**config.mk**
```make
export PLATFORM = sky130hd
export DESIGN_NAME = afe_output_and_reference_config
export DESIGN_NICKNAME = d
export VERILOG_FILES = /design/src/core/afe_cfg_pkg.sv /design/src/core/user_pattern_mux.sv /design/src/core/afe_output_and_reference_config.sv
export VERILOG_INCLUDE_DIRS = /design/src /design/src/core
export SDC_FILE = /design/constraint.sdc
export NUM_CORES = 1
export LEC_CHECK = 0
export BUFFER_PORTS_ARGS = -buffer_cell sky130_fd_sc_hd__buf_2
export CAP_MARGIN = 10
export CORE_AREA = 5 5 88 90
export DETAILED_ROUTE_END_ITERATION = 16
export DIE_AREA = 0 0 93 95
export MAX_ROUTING_LAYER = met4
export PLACE_DENSITY = 0.76
export SYNTH_ARGS = -nofsm -noshare
export SYNTH_HDL_FRONTEND = slang
export SYNTH_SLANG_ARGS = --single-unit
```
**constraint.sdc**
```tcl
create_clock -name core_clk -period 1.5 [get_ports core_clk]
set_input_delay 0 -clock core_clk [delete_from_list [all_inputs] [get_ports core_clk]]
set_output_delay 0 -clock core_clk [all_outputs]
set_load 0.02 [all_outputs]
```
**src/core/afe_cfg_params.svh**
```systemverilog
`ifndef AFE_CFG_PARAMS_SVH
`define AFE_CFG_PARAMS_SVH

// register offsets
`define ADDR_OUTPUT_FORMAT_CONTROL 8'h14
`define ADDR_OUTPUT_DRIVE_ADJUST   8'h15
`define ADDR_REFERENCE_SELECT      8'h18
`define ADDR_USER_PATTERN_ONE_LOW  8'h19
`define ADDR_USER_PATTERN_ONE_HIGH 8'h1a
`define ADDR_USER_PATTERN_TWO_LOW  8'h1b
`define ADDR_USER_PATTERN_TWO_HIGH 8'h1c
`define ADDR_FILTER_TUNE_CONTROL   8'h2b

// reset values
`define RST_OUTPUT_FORMAT_CONTROL 8'h00
`define RST_OUTPUT_DRIVE_ADJUST   8'h0f
`define RST_REFERENCE_SELECT      8'h03
`define RST_USER_PATTERN          8'h00
`define RST_FILTER_TUNE_CONTROL   8'h00

// field positions
`define BIT_FORMAT_TWOS     0
`define BIT_OUTPUT_INVERT   2
`define BIT_OUTPUT_DISABLE  7
`define MSB_SLEW            3
`define LSB_SLEW            2
`define MSB_DRIVE           1
`define LSB_DRIVE           0
`define BIT_REF_EXTERNAL    6
`define MSB_REF_TRIM        1
`define LSB_REF_TRIM        0
`define BIT_TUNE_START      6

// writable bit masks; unlisted bits read as zero
`define MASK_OUTPUT_FORMAT_CONTROL 8'h05
`define MASK_OUTPUT_DRIVE_ADJUST   8'h8f
`define MASK_REFERENCE_SELECT      8'h43

// drive code with the strongest setting, shared by two codes
`define DRIVE_STRONGEST 2'h2

// tuning duration in core_clk cycles (arbitrary; analog tuning modelled as a wait)
`define TUNE_TIME_NS     1000
`define CLK_PERIOD_NS    25
`define TUNE_CYCLES      (`TUNE_TIME_NS / `CLK_PERIOD_NS)
`define TUNE_CNT_W       6

`endif

```
**src/core/afe_cfg_pkg.sv**
```systemverilog
package afe_cfg_pkg;

   typedef struct packed
   {
      logic       wr_en;
      logic       rd_en;
      logic [7:0] addr;
      logic [7:0] wdata;
   } reg_req_t;

   typedef struct packed
   {
      logic       twos_complement;
      logic       invert;
      logic       outputs_enabled;
      logic [1:0] slew_code;
      logic [1:0] drive_level;
      logic       ref_external;
      logic [1:0] ref_trim;
   } afe_settings_t;

   typedef enum logic [1:0]
   {
      TUNE_IDLE = 2'b00,
      TUNE_RUN  = 2'b01,
      TUNE_DONE = 2'b11
   } tune_state_t;

endpackage : afe_cfg_pkg

```
**src/core/user_pattern_mux.sv**
```systemverilog
`include "afe_cfg_params.svh"

// alternates word one and word two of the user pattern while enabled
module user_pattern_mux
(
   // clock and reset
   input  wire logic        core_clk,
   input  wire logic        srst,
   // control
   input  wire logic        pattern_en,
   input  wire logic [15:0] pattern_one,
   input  wire logic [15:0] pattern_two,
   // output
   output logic [15:0]      pattern_word_reg,
   output logic             word_two_reg
);

   always_ff @(posedge core_clk)
   begin
      if (srst || !pattern_en)
      begin
         word_two_reg <= 1'b0;
      end
      else
      begin
         word_two_reg <= ~word_two_reg;
      end
   end

   always_ff @(posedge core_clk)
   begin
      if (srst)
      begin
         pattern_word_reg <= 16'h0000;
      end
      else if (pattern_en)
      begin
         pattern_word_reg <= word_two_reg ? pattern_two : pattern_one; // RULE_10
      end
      else
      begin
         pattern_word_reg <= 16'h0000;
      end
   end

endmodule : user_pattern_mux

```
**src/core/afe_output_and_reference_config.sv**
```systemverilog
//
// Contract
// RULE_01 - format bit clear gives offset binary (reset), set gives twos complement, for all channels.
// RULE_02 - bit 2 of the output format register set inverts the output data bits per channel.
// RULE_03 - bit 7 of the drive adjust register enables the 12 data outputs at 0; reset is 0x0f.
// RULE_04 - bit 6 of the reference register picks internal reference at 0, external at 1.
// RULE_05 - low two bits of the reference register trim the internal reference; reset code 11.
// RULE_06 - user pattern one is held as low byte at 0x19 and high byte at 0x1a, reset zero.
// RULE_07 - user pattern two is held as low byte at 0x1b and high byte at 0x1c, reset zero.
// RULE_08 - writing 1 to bit 6 of the filter register starts tuning and the bit clears itself.
// RULE_09 - a two-bit drive field picks one of three strengths, codes 10 and 11 alike; reset 11.
// RULE_10 - in user input test mode word one and word two alternate on the output.
// RULE_11 - the tuning start bit reads 0 once tuning has finished.
//
`include "afe_cfg_params.svh"

module afe_output_and_reference_config
(
   // clock and reset
   input  wire logic                      core_clk,
   input  wire logic                      srst,
   // register access from the serial control port
   input  wire afe_cfg_pkg::reg_req_t     reg_req,
   output logic [7:0]                     rdata_reg,
   output logic                           rvalid_reg,
   // test pattern selection from the test register bank
   input  wire logic                      user_pattern_mode,
   // settings to the analog and output stages
   output afe_cfg_pkg::afe_settings_t     settings,
   output logic                           tune_start_pulse,
   output logic                           tune_busy,
   // user pattern output
   output logic [15:0]                    pattern_word,
   output logic                           pattern_word_two
);
   import afe_cfg_pkg::*;

   logic [7:0]  output_format_control_reg;
   logic [7:0]  output_drive_adjust_reg;
   logic [7:0]  reference_select_reg;
   logic [7:0]  user_pattern_one_low_reg;
   logic [7:0]  user_pattern_one_high_reg;
   logic [7:0]  user_pattern_two_low_reg;
   logic [7:0]  user_pattern_two_high_reg;
   logic        tune_start_reg;
   tune_state_t tune_state_reg;
   tune_state_t tune_state_next;
   logic [`TUNE_CNT_W-1:0] tune_cnt_reg;
   logic        tune_start_write;
   logic [7:0]  rdata_next;

   localparam logic [`TUNE_CNT_W-1:0] TUNE_LAST = `TUNE_CNT_W'(`TUNE_CYCLES - 1);

   function automatic logic wr_hit(input reg_req_t req, input logic [7:0] addr);
      wr_hit = req.wr_en && (req.addr == addr);
   endfunction : wr_hit

   // output format and per-channel invert
   always_ff @(posedge core_clk)
   begin
      if (srst)
      begin
         output_format_control_reg <= `RST_OUTPUT_FORMAT_CONTROL; // RULE_01
      end
      else if (wr_hit(reg_req, `ADDR_OUTPUT_FORMAT_CONTROL))
      begin
         output_format_control_reg <= reg_req.wdata & `MASK_OUTPUT_FORMAT_CONTROL;
      end
   end

   always_ff @(posedge core_clk)
   begin
      if (srst)
      begin
         output_drive_adjust_reg <= `RST_OUTPUT_DRIVE_ADJUST; // RULE_03
      end
      else if (wr_hit(reg_req, `ADDR_OUTPUT_DRIVE_ADJUST))
      begin
         output_drive_adjust_reg <= reg_req.wdata & `MASK_OUTPUT_DRIVE_ADJUST;
      end
   end

   always_ff @(posedge core_clk)
   begin
      if (srst)
      begin
         reference_select_reg <= `RST_REFERENCE_SELECT; // RULE_05
      end
      else if (wr_hit(reg_req, `ADDR_REFERENCE_SELECT))
      begin
         reference_select_reg <= reg_req.wdata & `MASK_REFERENCE_SELECT;
      end
   end

   // user patterns
   always_ff @(posedge core_clk)
   begin
      if (srst)
      begin
         user_pattern_one_low_reg  <= `RST_USER_PATTERN; // RULE_06
         user_pattern_one_high_reg <= `RST_USER_PATTERN; // RULE_06
      end
      else
      begin
         if (wr_hit(reg_req, `ADDR_USER_PATTERN_ONE_LOW))
         begin
            user_pattern_one_low_reg <= reg_req.wdata;
         end
         if (wr_hit(reg_req, `ADDR_USER_PATTERN_ONE_HIGH))
         begin
            user_pattern_one_high_reg <= reg_req.wdata;
         end
      end
   end

   always_ff @(posedge core_clk)
   begin
      if (srst)
      begin
         user_pattern_two_low_reg  <= `RST_USER_PATTERN; // RULE_07
         user_pattern_two_high_reg <= `RST_USER_PATTERN; // RULE_07
      end
      else
      begin
         if (wr_hit(reg_req, `ADDR_USER_PATTERN_TWO_LOW))
         begin
            user_pattern_two_low_reg <= reg_req.wdata;
         end
         if (wr_hit(reg_req, `ADDR_USER_PATTERN_TWO_HIGH))
         begin
            user_pattern_two_high_reg <= reg_req.wdata;
         end
      end
   end

   // filter tuning: start bit stays set while tuning runs, so polling sees completion
   assign tune_start_write = wr_hit(reg_req, `ADDR_FILTER_TUNE_CONTROL)
                             && reg_req.wdata[`BIT_TUNE_START];

   always_comb
   begin
      tune_state_next = tune_state_reg;
      unique case (tune_state_reg)
         TUNE_IDLE:
         begin
            if (tune_start_write)
            begin
               tune_state_next = TUNE_RUN; // RULE_08
            end
         end
         TUNE_RUN:
         begin
            if (tune_cnt_reg == TUNE_LAST)
            begin
               tune_state_next = TUNE_DONE;
            end
         end
         TUNE_DONE:
         begin
            tune_state_next = TUNE_IDLE;
         end
         default:
         begin
            tune_state_next = TUNE_IDLE;
         end
      endcase
   end

   always_ff @(posedge core_clk)
   begin
      if (srst)
      begin
         tune_state_reg <= TUNE_IDLE;
      end
      else
      begin
         tune_state_reg <= tune_state_next;
      end
   end

   always_ff @(posedge core_clk)
   begin
      if (srst || tune_state_reg != TUNE_RUN)
      begin
         tune_cnt_reg <= '0;
      end
      else
      begin
         tune_cnt_reg <= tune_cnt_reg + `TUNE_CNT_W'(1);
      end
   end

   always_ff @(posedge core_clk)
   begin
      if (srst)
      begin
         tune_start_reg <= 1'(`RST_FILTER_TUNE_CONTROL >> `BIT_TUNE_START);
      end
      else if (tune_start_write && tune_state_reg == TUNE_IDLE)
      begin
         tune_start_reg <= 1'b1;
      end
      else if (tune_state_reg == TUNE_DONE)
      begin
         tune_start_reg <= 1'b0; // RULE_08 RULE_11
      end
   end

   assign tune_start_pulse = tune_start_write && (tune_state_reg == TUNE_IDLE);
   assign tune_busy        = tune_start_reg;

   // read path: one cycle after rd_en
   always_comb
   begin
      rdata_next = 8'h00;
      unique case (reg_req.addr)
         `ADDR_OUTPUT_FORMAT_CONTROL: rdata_next = output_format_control_reg;
         `ADDR_OUTPUT_DRIVE_ADJUST:   rdata_next = output_drive_adjust_reg;
         `ADDR_REFERENCE_SELECT:      rdata_next = reference_select_reg;
         `ADDR_USER_PATTERN_ONE_LOW:  rdata_next = user_pattern_one_low_reg;
         `ADDR_USER_PATTERN_ONE_HIGH: rdata_next = user_pattern_one_high_reg;
         `ADDR_USER_PATTERN_TWO_LOW:  rdata_next = user_pattern_two_low_reg;
         `ADDR_USER_PATTERN_TWO_HIGH: rdata_next = user_pattern_two_high_reg;
         `ADDR_FILTER_TUNE_CONTROL:   rdata_next = {1'b0, tune_start_reg, 6'h00}; // RULE_11
         default:                     rdata_next = 8'h00;
      endcase
   end

   always_ff @(posedge core_clk)
   begin
      if (srst)
      begin
         rdata_reg  <= 8'h00;
         rvalid_reg <= 1'b0;
      end
      else
      begin
         rvalid_reg <= reg_req.rd_en;
         if (reg_req.rd_en)
         begin
            rdata_reg <= rdata_next;
         end
      end
   end

   // settings decode
   always_comb
   begin
      settings.twos_complement = output_format_control_reg[`BIT_FORMAT_TWOS];       // RULE_01
      settings.invert          = output_format_control_reg[`BIT_OUTPUT_INVERT];     // RULE_02
      settings.outputs_enabled = ~output_drive_adjust_reg[`BIT_OUTPUT_DISABLE];     // RULE_03
      settings.slew_code       = output_drive_adjust_reg[`MSB_SLEW:`LSB_SLEW];
      // codes 10 and 11 collapse onto one strongest level
      settings.drive_level     = output_drive_adjust_reg[`MSB_DRIVE]
                                 ? `DRIVE_STRONGEST
                                 : output_drive_adjust_reg[`MSB_DRIVE:`LSB_DRIVE];  // RULE_09
      settings.ref_external    = reference_select_reg[`BIT_REF_EXTERNAL];           // RULE_04
      settings.ref_trim        = reference_select_reg[`MSB_REF_TRIM:`LSB_REF_TRIM]; // RULE_05
   end

   user_pattern_mux u_pattern
   (
      .core_clk         (core_clk),
      .srst             (srst),
      .pattern_en       (user_pattern_mode),
      .pattern_one      ({user_pattern_one_high_reg, user_pattern_one_low_reg}),
      .pattern_two      ({user_pattern_two_high_reg, user_pattern_two_low_reg}),
      .pattern_word_reg (pattern_word),
      .word_two_reg     (pattern_word_two)
   );

endmodule : afe_output_and_reference_config

```
==> results of run 1 <==
-- routing by layer --
metal | GRT usage, % | part of all wire [%] | up-vias
met5 | - | 0 | -
met4 | 8.913 | 1.9 | 0
met3 | 4.462 | 6.9 | 17
met2 | 35.99 | 50 | 145
met1 | 26.69 | 42 | 1416
li1 | - | - | 1434
-- logic make-up (layout without fill, tap and decap cells) --
logic type | Yosys count | after routing | synth area share, %
xor gates and xnor gates | 4 | 4 | 1.048
muxes | 39 | 39 | 11.71
AOI/OAI and AO/OA | 56 | 56 | 11.68
DFF | 77 | 77 | 46.11
and+or+nand+nor | 152 | 152 | 24.06
adders and majority gates | 1 | 1 | 0.3742
buffers and inverters | 30 | 121 | 5.015
-- worst max-delay path, cell delays in order (launching register included) --
cell and delay [ns]:
dfxtp_1 0.33, or4_4 0.55, inv_1 0.06, buf_2 0.15
-- synth_stat cells (3+ instances only) --
master / n / area share [%]
nand3_4: 3 / 1.6
nor2_1: 53 / 6.0
a22oi_1: 3 / 0.67
mux2i_1: 38 / 11
nand3_1: 27 / 4.0
a32o_1: 4 / 1.2
a22o_1: 5 / 1.3
nor2b_1: 8 / 1.5
buf_2: 5 / 0.75
inv_1: 5 / 0.56
dfxtp_1: 77 / 46
buf_4: 7 / 1.6
clkbuf_1: 10 / 1.1
nand2b_1: 4 / 0.75
nor3_1: 3 / 0.45
nand2_1: 33 / 3.7
a21oi_1: 24 / 3.6
nand3b_1: 5 / 1.1
buf_6: 3 / 1.0
o21ai_0: 5 / 0.75
-- power by group through the flow --
stage          registers, mW  clock network [mW]  logic [mW]
2_1_floorplan           2.11                   0       0.140
3_5_place_dp            2.10                   0       0.279
3_3_place_gp            2.10                   0       0.274
4_1_cts                 2.05                1.55       0.296
6_report                2.05                1.53       0.301
5_1_grt                 2.05                1.65       0.321
-- stage by stage --
step | power [mW] | setup slack (ns)
after global placement | 2.376 | -0.008041
after global routing | 4.028 | 0.01223
after detailed placement | 2.381 | -0.05175
final | 3.880 | 0.06164
after CTS | 3.902 | 0.03367
after floorplan | 2.250 | 0.009823
-- final timing paths --
kind / from / endpoint / depth (start not counted)
worst max register to register: reference_select_reg[1] / rdata_reg[1] / 6
worst max-delay path: tune_state_reg[0] / tune_start_pulse / 3
worst min-delay path: reg_req[16] / rdata_reg[1] / 2
worst min register to register: tune_cnt_reg[0] / tune_cnt_reg[0] / 1
-- final cells by class --
type / count / area [sq um] / share of cell area (%)
inverters: 5 / 18.77 / 0.4537
clock buffers: 11 / 141.4 / 3.418
flip-flops and latches: 77 / 1541 / 37.27
multi-input cells: 252 / 1635 / 39.53
repair buffers: 101 / 648.1 / 15.67
well taps: 82 / 102.6 / 2.480
clock inverters: 4 / 48.80 / 1.180
-- cell usage in the layout (no fill, tap or decap), types with 10 or more instances in the layout --
cell and count:
a21oi_1 24, buf_2 57, buf_4 35, clkbuf_8 10, dfxtp_1 77, mux2i_1 38, nand2_1 33, nand3_1 27
nor2_1 53
-- repair_timing --
item,CTS,global route
setup endpoints to repair,0,1
gates resized for setup,0,2
hold buffers,8,0
endpoints found under the hold margin,35,0
setup buffers,0,0
==> results.py, run 1 <==
metrics = {
    "floorplanning": {
        "die_area_sq_um": 8835,
        "io_pins": 59,
        "initial_core_util_pct": 47.89,
        "die_y_um": 95,
        "fp.dieW_um": 93,
        "core_area_sq_um": 6982,
        "row_count": 31,
    },
    "synth": {
        "ys_warn_count": 0,
        "synth-seq-cells": 77,
        "synth_nets": 381,
        "synth_ff_type": "dfxtp_1",
        "avgSynthCellArea_sq_um": 9.313,
        "synth.distinct_cells": 50,
        "synth_edf_count": 0,
        "synth_async_sr_flop_share_pct": 0,
        "syn_area_sq_um": 3343,
        "synthesis.instances": 359,
        "yosysSeqAreaShare_pct": 46.11,
    },
    "power": {
        "power.share.clock_pct": 39.3,
        "p_seq_share_pct": 52.9,
        "peakVddDrop_mv": 0.5792,
        "leakage_nw": 1.822,
        "p_switching_uw": 901.2,
        "switching_share_pct": 23.23,
        "pwr-share-comb_pct": 7.8,
        "power_density_nw_per_um2": 938.1,
        "p_int_mw": 2.979,
    },
    "drt": {
        "wl_per_cell_um": 17.19,
        "ant_nets": 0,
        "first_pass_iters": 5,
        "via_per_inst": 5.662,
        "routed_wl_um": 9145,
        "drc": 0,
        "first_iter_violations": 206,
        "vias": 3012,
    },
    "grt": {
        "grt-ovfl-total": 0,
        "grt_max_degree": 21,
        "grt_pass1_wl_um": 14370,
        "grt_util_all_layers_pct": 22.02,
        "first_global_vias": 2864,
        "antenna_found_initial": 0,
    },
    "cts": {
        "clk_root_buffer_cell": "clkbuf_8",
        "cts_tree": "done",
        "cts_max_path_buffers": 2,
        "clock_sink_count": 77,
        "cts_buffers": 9,
        "cts.clk_slew.worst_paths_ns": 0.08,
        "clk_latency_ns": 0.35,
        "cts-htree-levels": 3,
    },
    "placement": {
        "dpl.hpwl_um": 6545,
        "place.gp.congestion": 0.9715,
        "place_inst": 509,
        "postPlaceCellArea_sq_um": 3862,
        "io_buffer_count": 58,
    },
    "final_layout": {
        "fin_area_sq_um": 4136,
        "nets": 468,
        "nFillCells": 614,
        "fin_util_pct": 59.25,
        "syn2layout_area_growth_pct": 23.73,
        "diodes": 0,
        "final_layout_size_suffix_gt1_share_pct": 27.11,
        "final_cells": 532,
        "largest_reg_flops": 16,
    },
    "setup_path": {
        "cp.required_ns": 1.50,
        "crit_type": "register to output pin",
        "rrSetupSlack_ns": 0.13,
        "crit_fanout": 3,
        "worst_setup_path_start_kind": "register",
        "critPathArrivalTime_ns": 1.44,
        "cp-end-kind": "output pin",
    },
    "sta": {
        "setup_viol": 0,
        "rsz0062_at_grt": "false",
        "period_needed_ns": 1.438,
        "finalMaxSlewViolations": 0,
        "worst_pin_slew_ns": 0.4077,
        "relSlewSlack_pct": 72.76,
        "hold_viol_final": 0,
        "tns_ns": 0,
        "whs_ns": 0.04044,
        "finClkSkew_ns": 0.009278,
        "period_share_pct": 95.89,
        "max_freq_ghz": 0.6952,
    },
    "run_status": {
        "outcome": "completed",
    },
    "min_path": {
        "hold_path_class": "input pin to register",
    },
    "job": {
        "maxCapViolCount": 0,
    },
}
Power figures use the tool's default switching activity.
==> inputs of run 2 (changes only) <==
--- a/config.mk
+++ b/config.mk
@@ -9,6 +9,7 @@
 export BUFFER_PORTS_ARGS = -buffer_cell sky130_fd_sc_hd__buf_2
 export CAP_MARGIN = 10
 export CORE_AREA = 5 5 88 90
+export CTS_BUF_LIST = sky130_fd_sc_hd__clkbuf_8 sky130_fd_sc_hd__clkbuf_16
 export DETAILED_ROUTE_END_ITERATION = 16
 export DIE_AREA = 0 0 93 95
 export MAX_ROUTING_LAYER = met4
==> run 2 against run 1 <==
Compared with the run above:
- sequential power barely moved
- hold slack barely moved
- clock-buffer cell count fell by 1
- clock skew barely moved
- final area did not move
- first-iteration DRC count did not move
- wire length fell by 0.35%
- critical path depth did not move
- combinational power barely moved
==> results.py, run 2 (synthesis results as in run 1) <==
metrics = {
    "grt": {
        "grt_pass1_wl_um": 14370,
        "antenna_found_initial": 0,
        "grt-ovfl-total": 0,
        "grt_util_all_layers_pct": 22.02,
        "first_global_vias": 2864,
        "grt_max_degree": 21,
    },
    "min_path": {
        "worstHoldStart": "reg_req[16]",
        "worst_hold_path.num_cells": 2,
        "hold_path_class": "input pin to register",
        "hold_path_end": "rdata_reg[1]",
    },
    "power": {
        "power_density_nw_per_um2": 936.7,
        "pwr-share-comb_pct": 7.8,
        "p_total_mw": 3.875,
        "leakage_nw": 1.826,
        "p_int_mw": 2.972,
        "p_switching_uw": 902.4,
        "p_seq_share_pct": 53.0,
        "switching_share_pct": 23.29,
        "power.share.clock_pct": 39.2,
        "peakVddDrop_mv": 0.5793,
    },
    "setup_path": {
        "crit_type": "register to output pin",
        "crit_path_cell_trace": "or4_4 > inv_1 > buf_2",
        "cpPeakStageDelay_ns": 0.55,
        "rrSetupSlack_ns": 0.13,
        "worst_setup_path_start_kind": "register",
        "r2r_end": "rdata_reg[1]",
        "r2r-start": "reference_select_reg[1]",
        "cp.required_ns": 1.50,
        "cp_slowest_cell": "or4_4",
        "crit_fanout": 3,
        "rr_worst_depth": 6,
        "cp-end-kind": "output pin",
        "critPathArrivalTime_ns": 1.44,
    },
    "sta": {
        "finalMaxSlewViolations": 0,
        "period_share_pct": 95.91,
        "worst_pin_slew_ns": 0.4159,
        "max_freq_ghz": 0.6951,
        "relSlewSlack_pct": 72.22,
        "finClkSkew_ns": 0.009187,
        "tns_ns": 0,
        "period_needed_ns": 1.439,
        "hold_viol_final": 0,
        "setup_viol": 0,
        "rsz0062_at_grt": "false",
    },
    "floorplanning": {
        "core_area_sq_um": 6982,
        "initial_core_util_pct": 47.89,
        "die_area_sq_um": 8835,
        "row_count": 31,
        "die_y_um": 95,
        "io_pins": 59,
        "fp.dieW_um": 93,
    },
    "drt": {
        "routed_wl_um": 9113,
        "first_iter_violations": 206,
        "wl_met1_um": 3841,
        "first_pass_iters": 5,
        "route.met3.wl_um": 582,
        "drc": 0,
        "highest_layer": "met4",
        "wl_met2_um": 4503,
        "wl_per_cell_um": 17.13,
        "ant_nets": 0,
        "vias": 2998,
        "via_per_inst": 5.635,
    },
    "cts": {
        "cts-htree-levels": 3,
        "cts_tree": "done",
        "clk_latency_ns": 0.35,
        "cts_max_path_buffers": 2,
        "clock_sink_count": 77,
        "cts.clk_slew.worst_paths_ns": 0.08,
        "clk_root_buffer_cell": "clkbuf_8",
        "cts_buffers": 9,
    },
    "placement": {
        "place.gp.congestion": 0.9715,
        "place_inst": 509,
        "dpl.hpwl_um": 6545,
        "io_buffer_count": 58,
    },
    "final_layout": {
        "nFillCells": 614,
        "fin_util_pct": 59.25,
        "final_layout_size_suffix_gt1_share_pct": 27.11,
        "final-seq-area_sq_um": 1541,
        "nets": 468,
        "largest_reg_flops": 16,
        "final_cells": 532,
        "syn2layout_area_growth_pct": 23.73,
        "diodes": 0,
        "multi_input_area_sq_um": 1635,
        "final_cell_mix": "dfxtp_1, buf_2, nor2_1",
        "final_common_cell": "dfxtp_1",
    },
    "run_status": {
        "outcome": "completed",
    },
    "job": {
        "maxCapViolCount": 0,
    },
}
-- run 2: cell types whose count changed in the layout (fill, tap and decap cells not counted) --
cell / before / now
clkbuf_1: 1 / 0
inv_1: 5 / 6
-- run 2: worst max-delay path by stage --
stage                                start                              to  slack, ns
floorplan           u_pattern.word_two_reg  u_pattern.pattern_word_reg[10]       0.01
global placement               reg_req[13]    user_pattern_one_high_reg[5]     -0.008
detailed placement             reg_req[13]    user_pattern_one_high_reg[2]      -0.05
CTS                            reg_req[10]                tune_start_pulse       0.03
global route             tune_state_reg[0]                tune_start_pulse       0.01
finish                   tune_state_reg[0]                tune_start_pulse       0.06
-- run 2: area by class of cell --
cell class / instances / share of cell area [%]
Multi-Input combinational cell: 252 / 39.53
Inverter: 5 / 0.4537
Clock buffer: 10 / 3.327
Timing Repair Buffer: 101 / 15.67
Sequential cell: 77 / 37.27
Tap cell: 82 / 2.480
Clock inverter: 5 / 1.270
-- run 2: routing by layer --
metal  GRT usage [%]  up-vias
li1                -     1432
met1           26.69     1408
met2           35.99      139
met3           4.462       19
met4           8.913        0
met5               -        -
-- run 2: repair_timing --
action	in CTS	in global routing
hold endpoints to repair	35	0
hold buffers	8	0
setup buffers	0	0
gates resized for setup	0	2
setup endpoints to repair	0	1
-- run 2: through the flow --
| step | cell area, sq um | hold slack [ns] | setup slack, ns |
|---|---|---|---|
| 2_1_floorplan | 3343 | 0.07982 | 0.009823 |
| 5_1_grt | 4136 | 0.04921 | 0.01223 |
| 4_1_cts | 4133 | 0.01846 | 0.03367 |
| 3_3_place_gp | 3862 | 0.2830 | -0.008041 |
| 3_5_place_dp | 3862 | 0.2918 | -0.05175 |
| 6_report | 4136 | 0.04012 | 0.06139 |
-- run 2: power by group through the flow --
stage	Combinational [mW]	Sequential, mW	Clock (mW)
4_1_cts	0.296	2.05	1.55
3_3_place_gp	0.274	2.10	0
2_1_floorplan	0.140	2.11	0
6_report	0.301	2.05	1.52
5_1_grt	0.321	2.05	1.65
3_5_place_dp	0.279	2.10	0
-- run 2: worst max-delay path, delay by kind of cell, from the launching register on --
family | cells | cell delay (ns)
DFF | 1 | 0.33
and+or+nand+nor | 1 | 0.55
buffers and inverters | 2 | 0.21
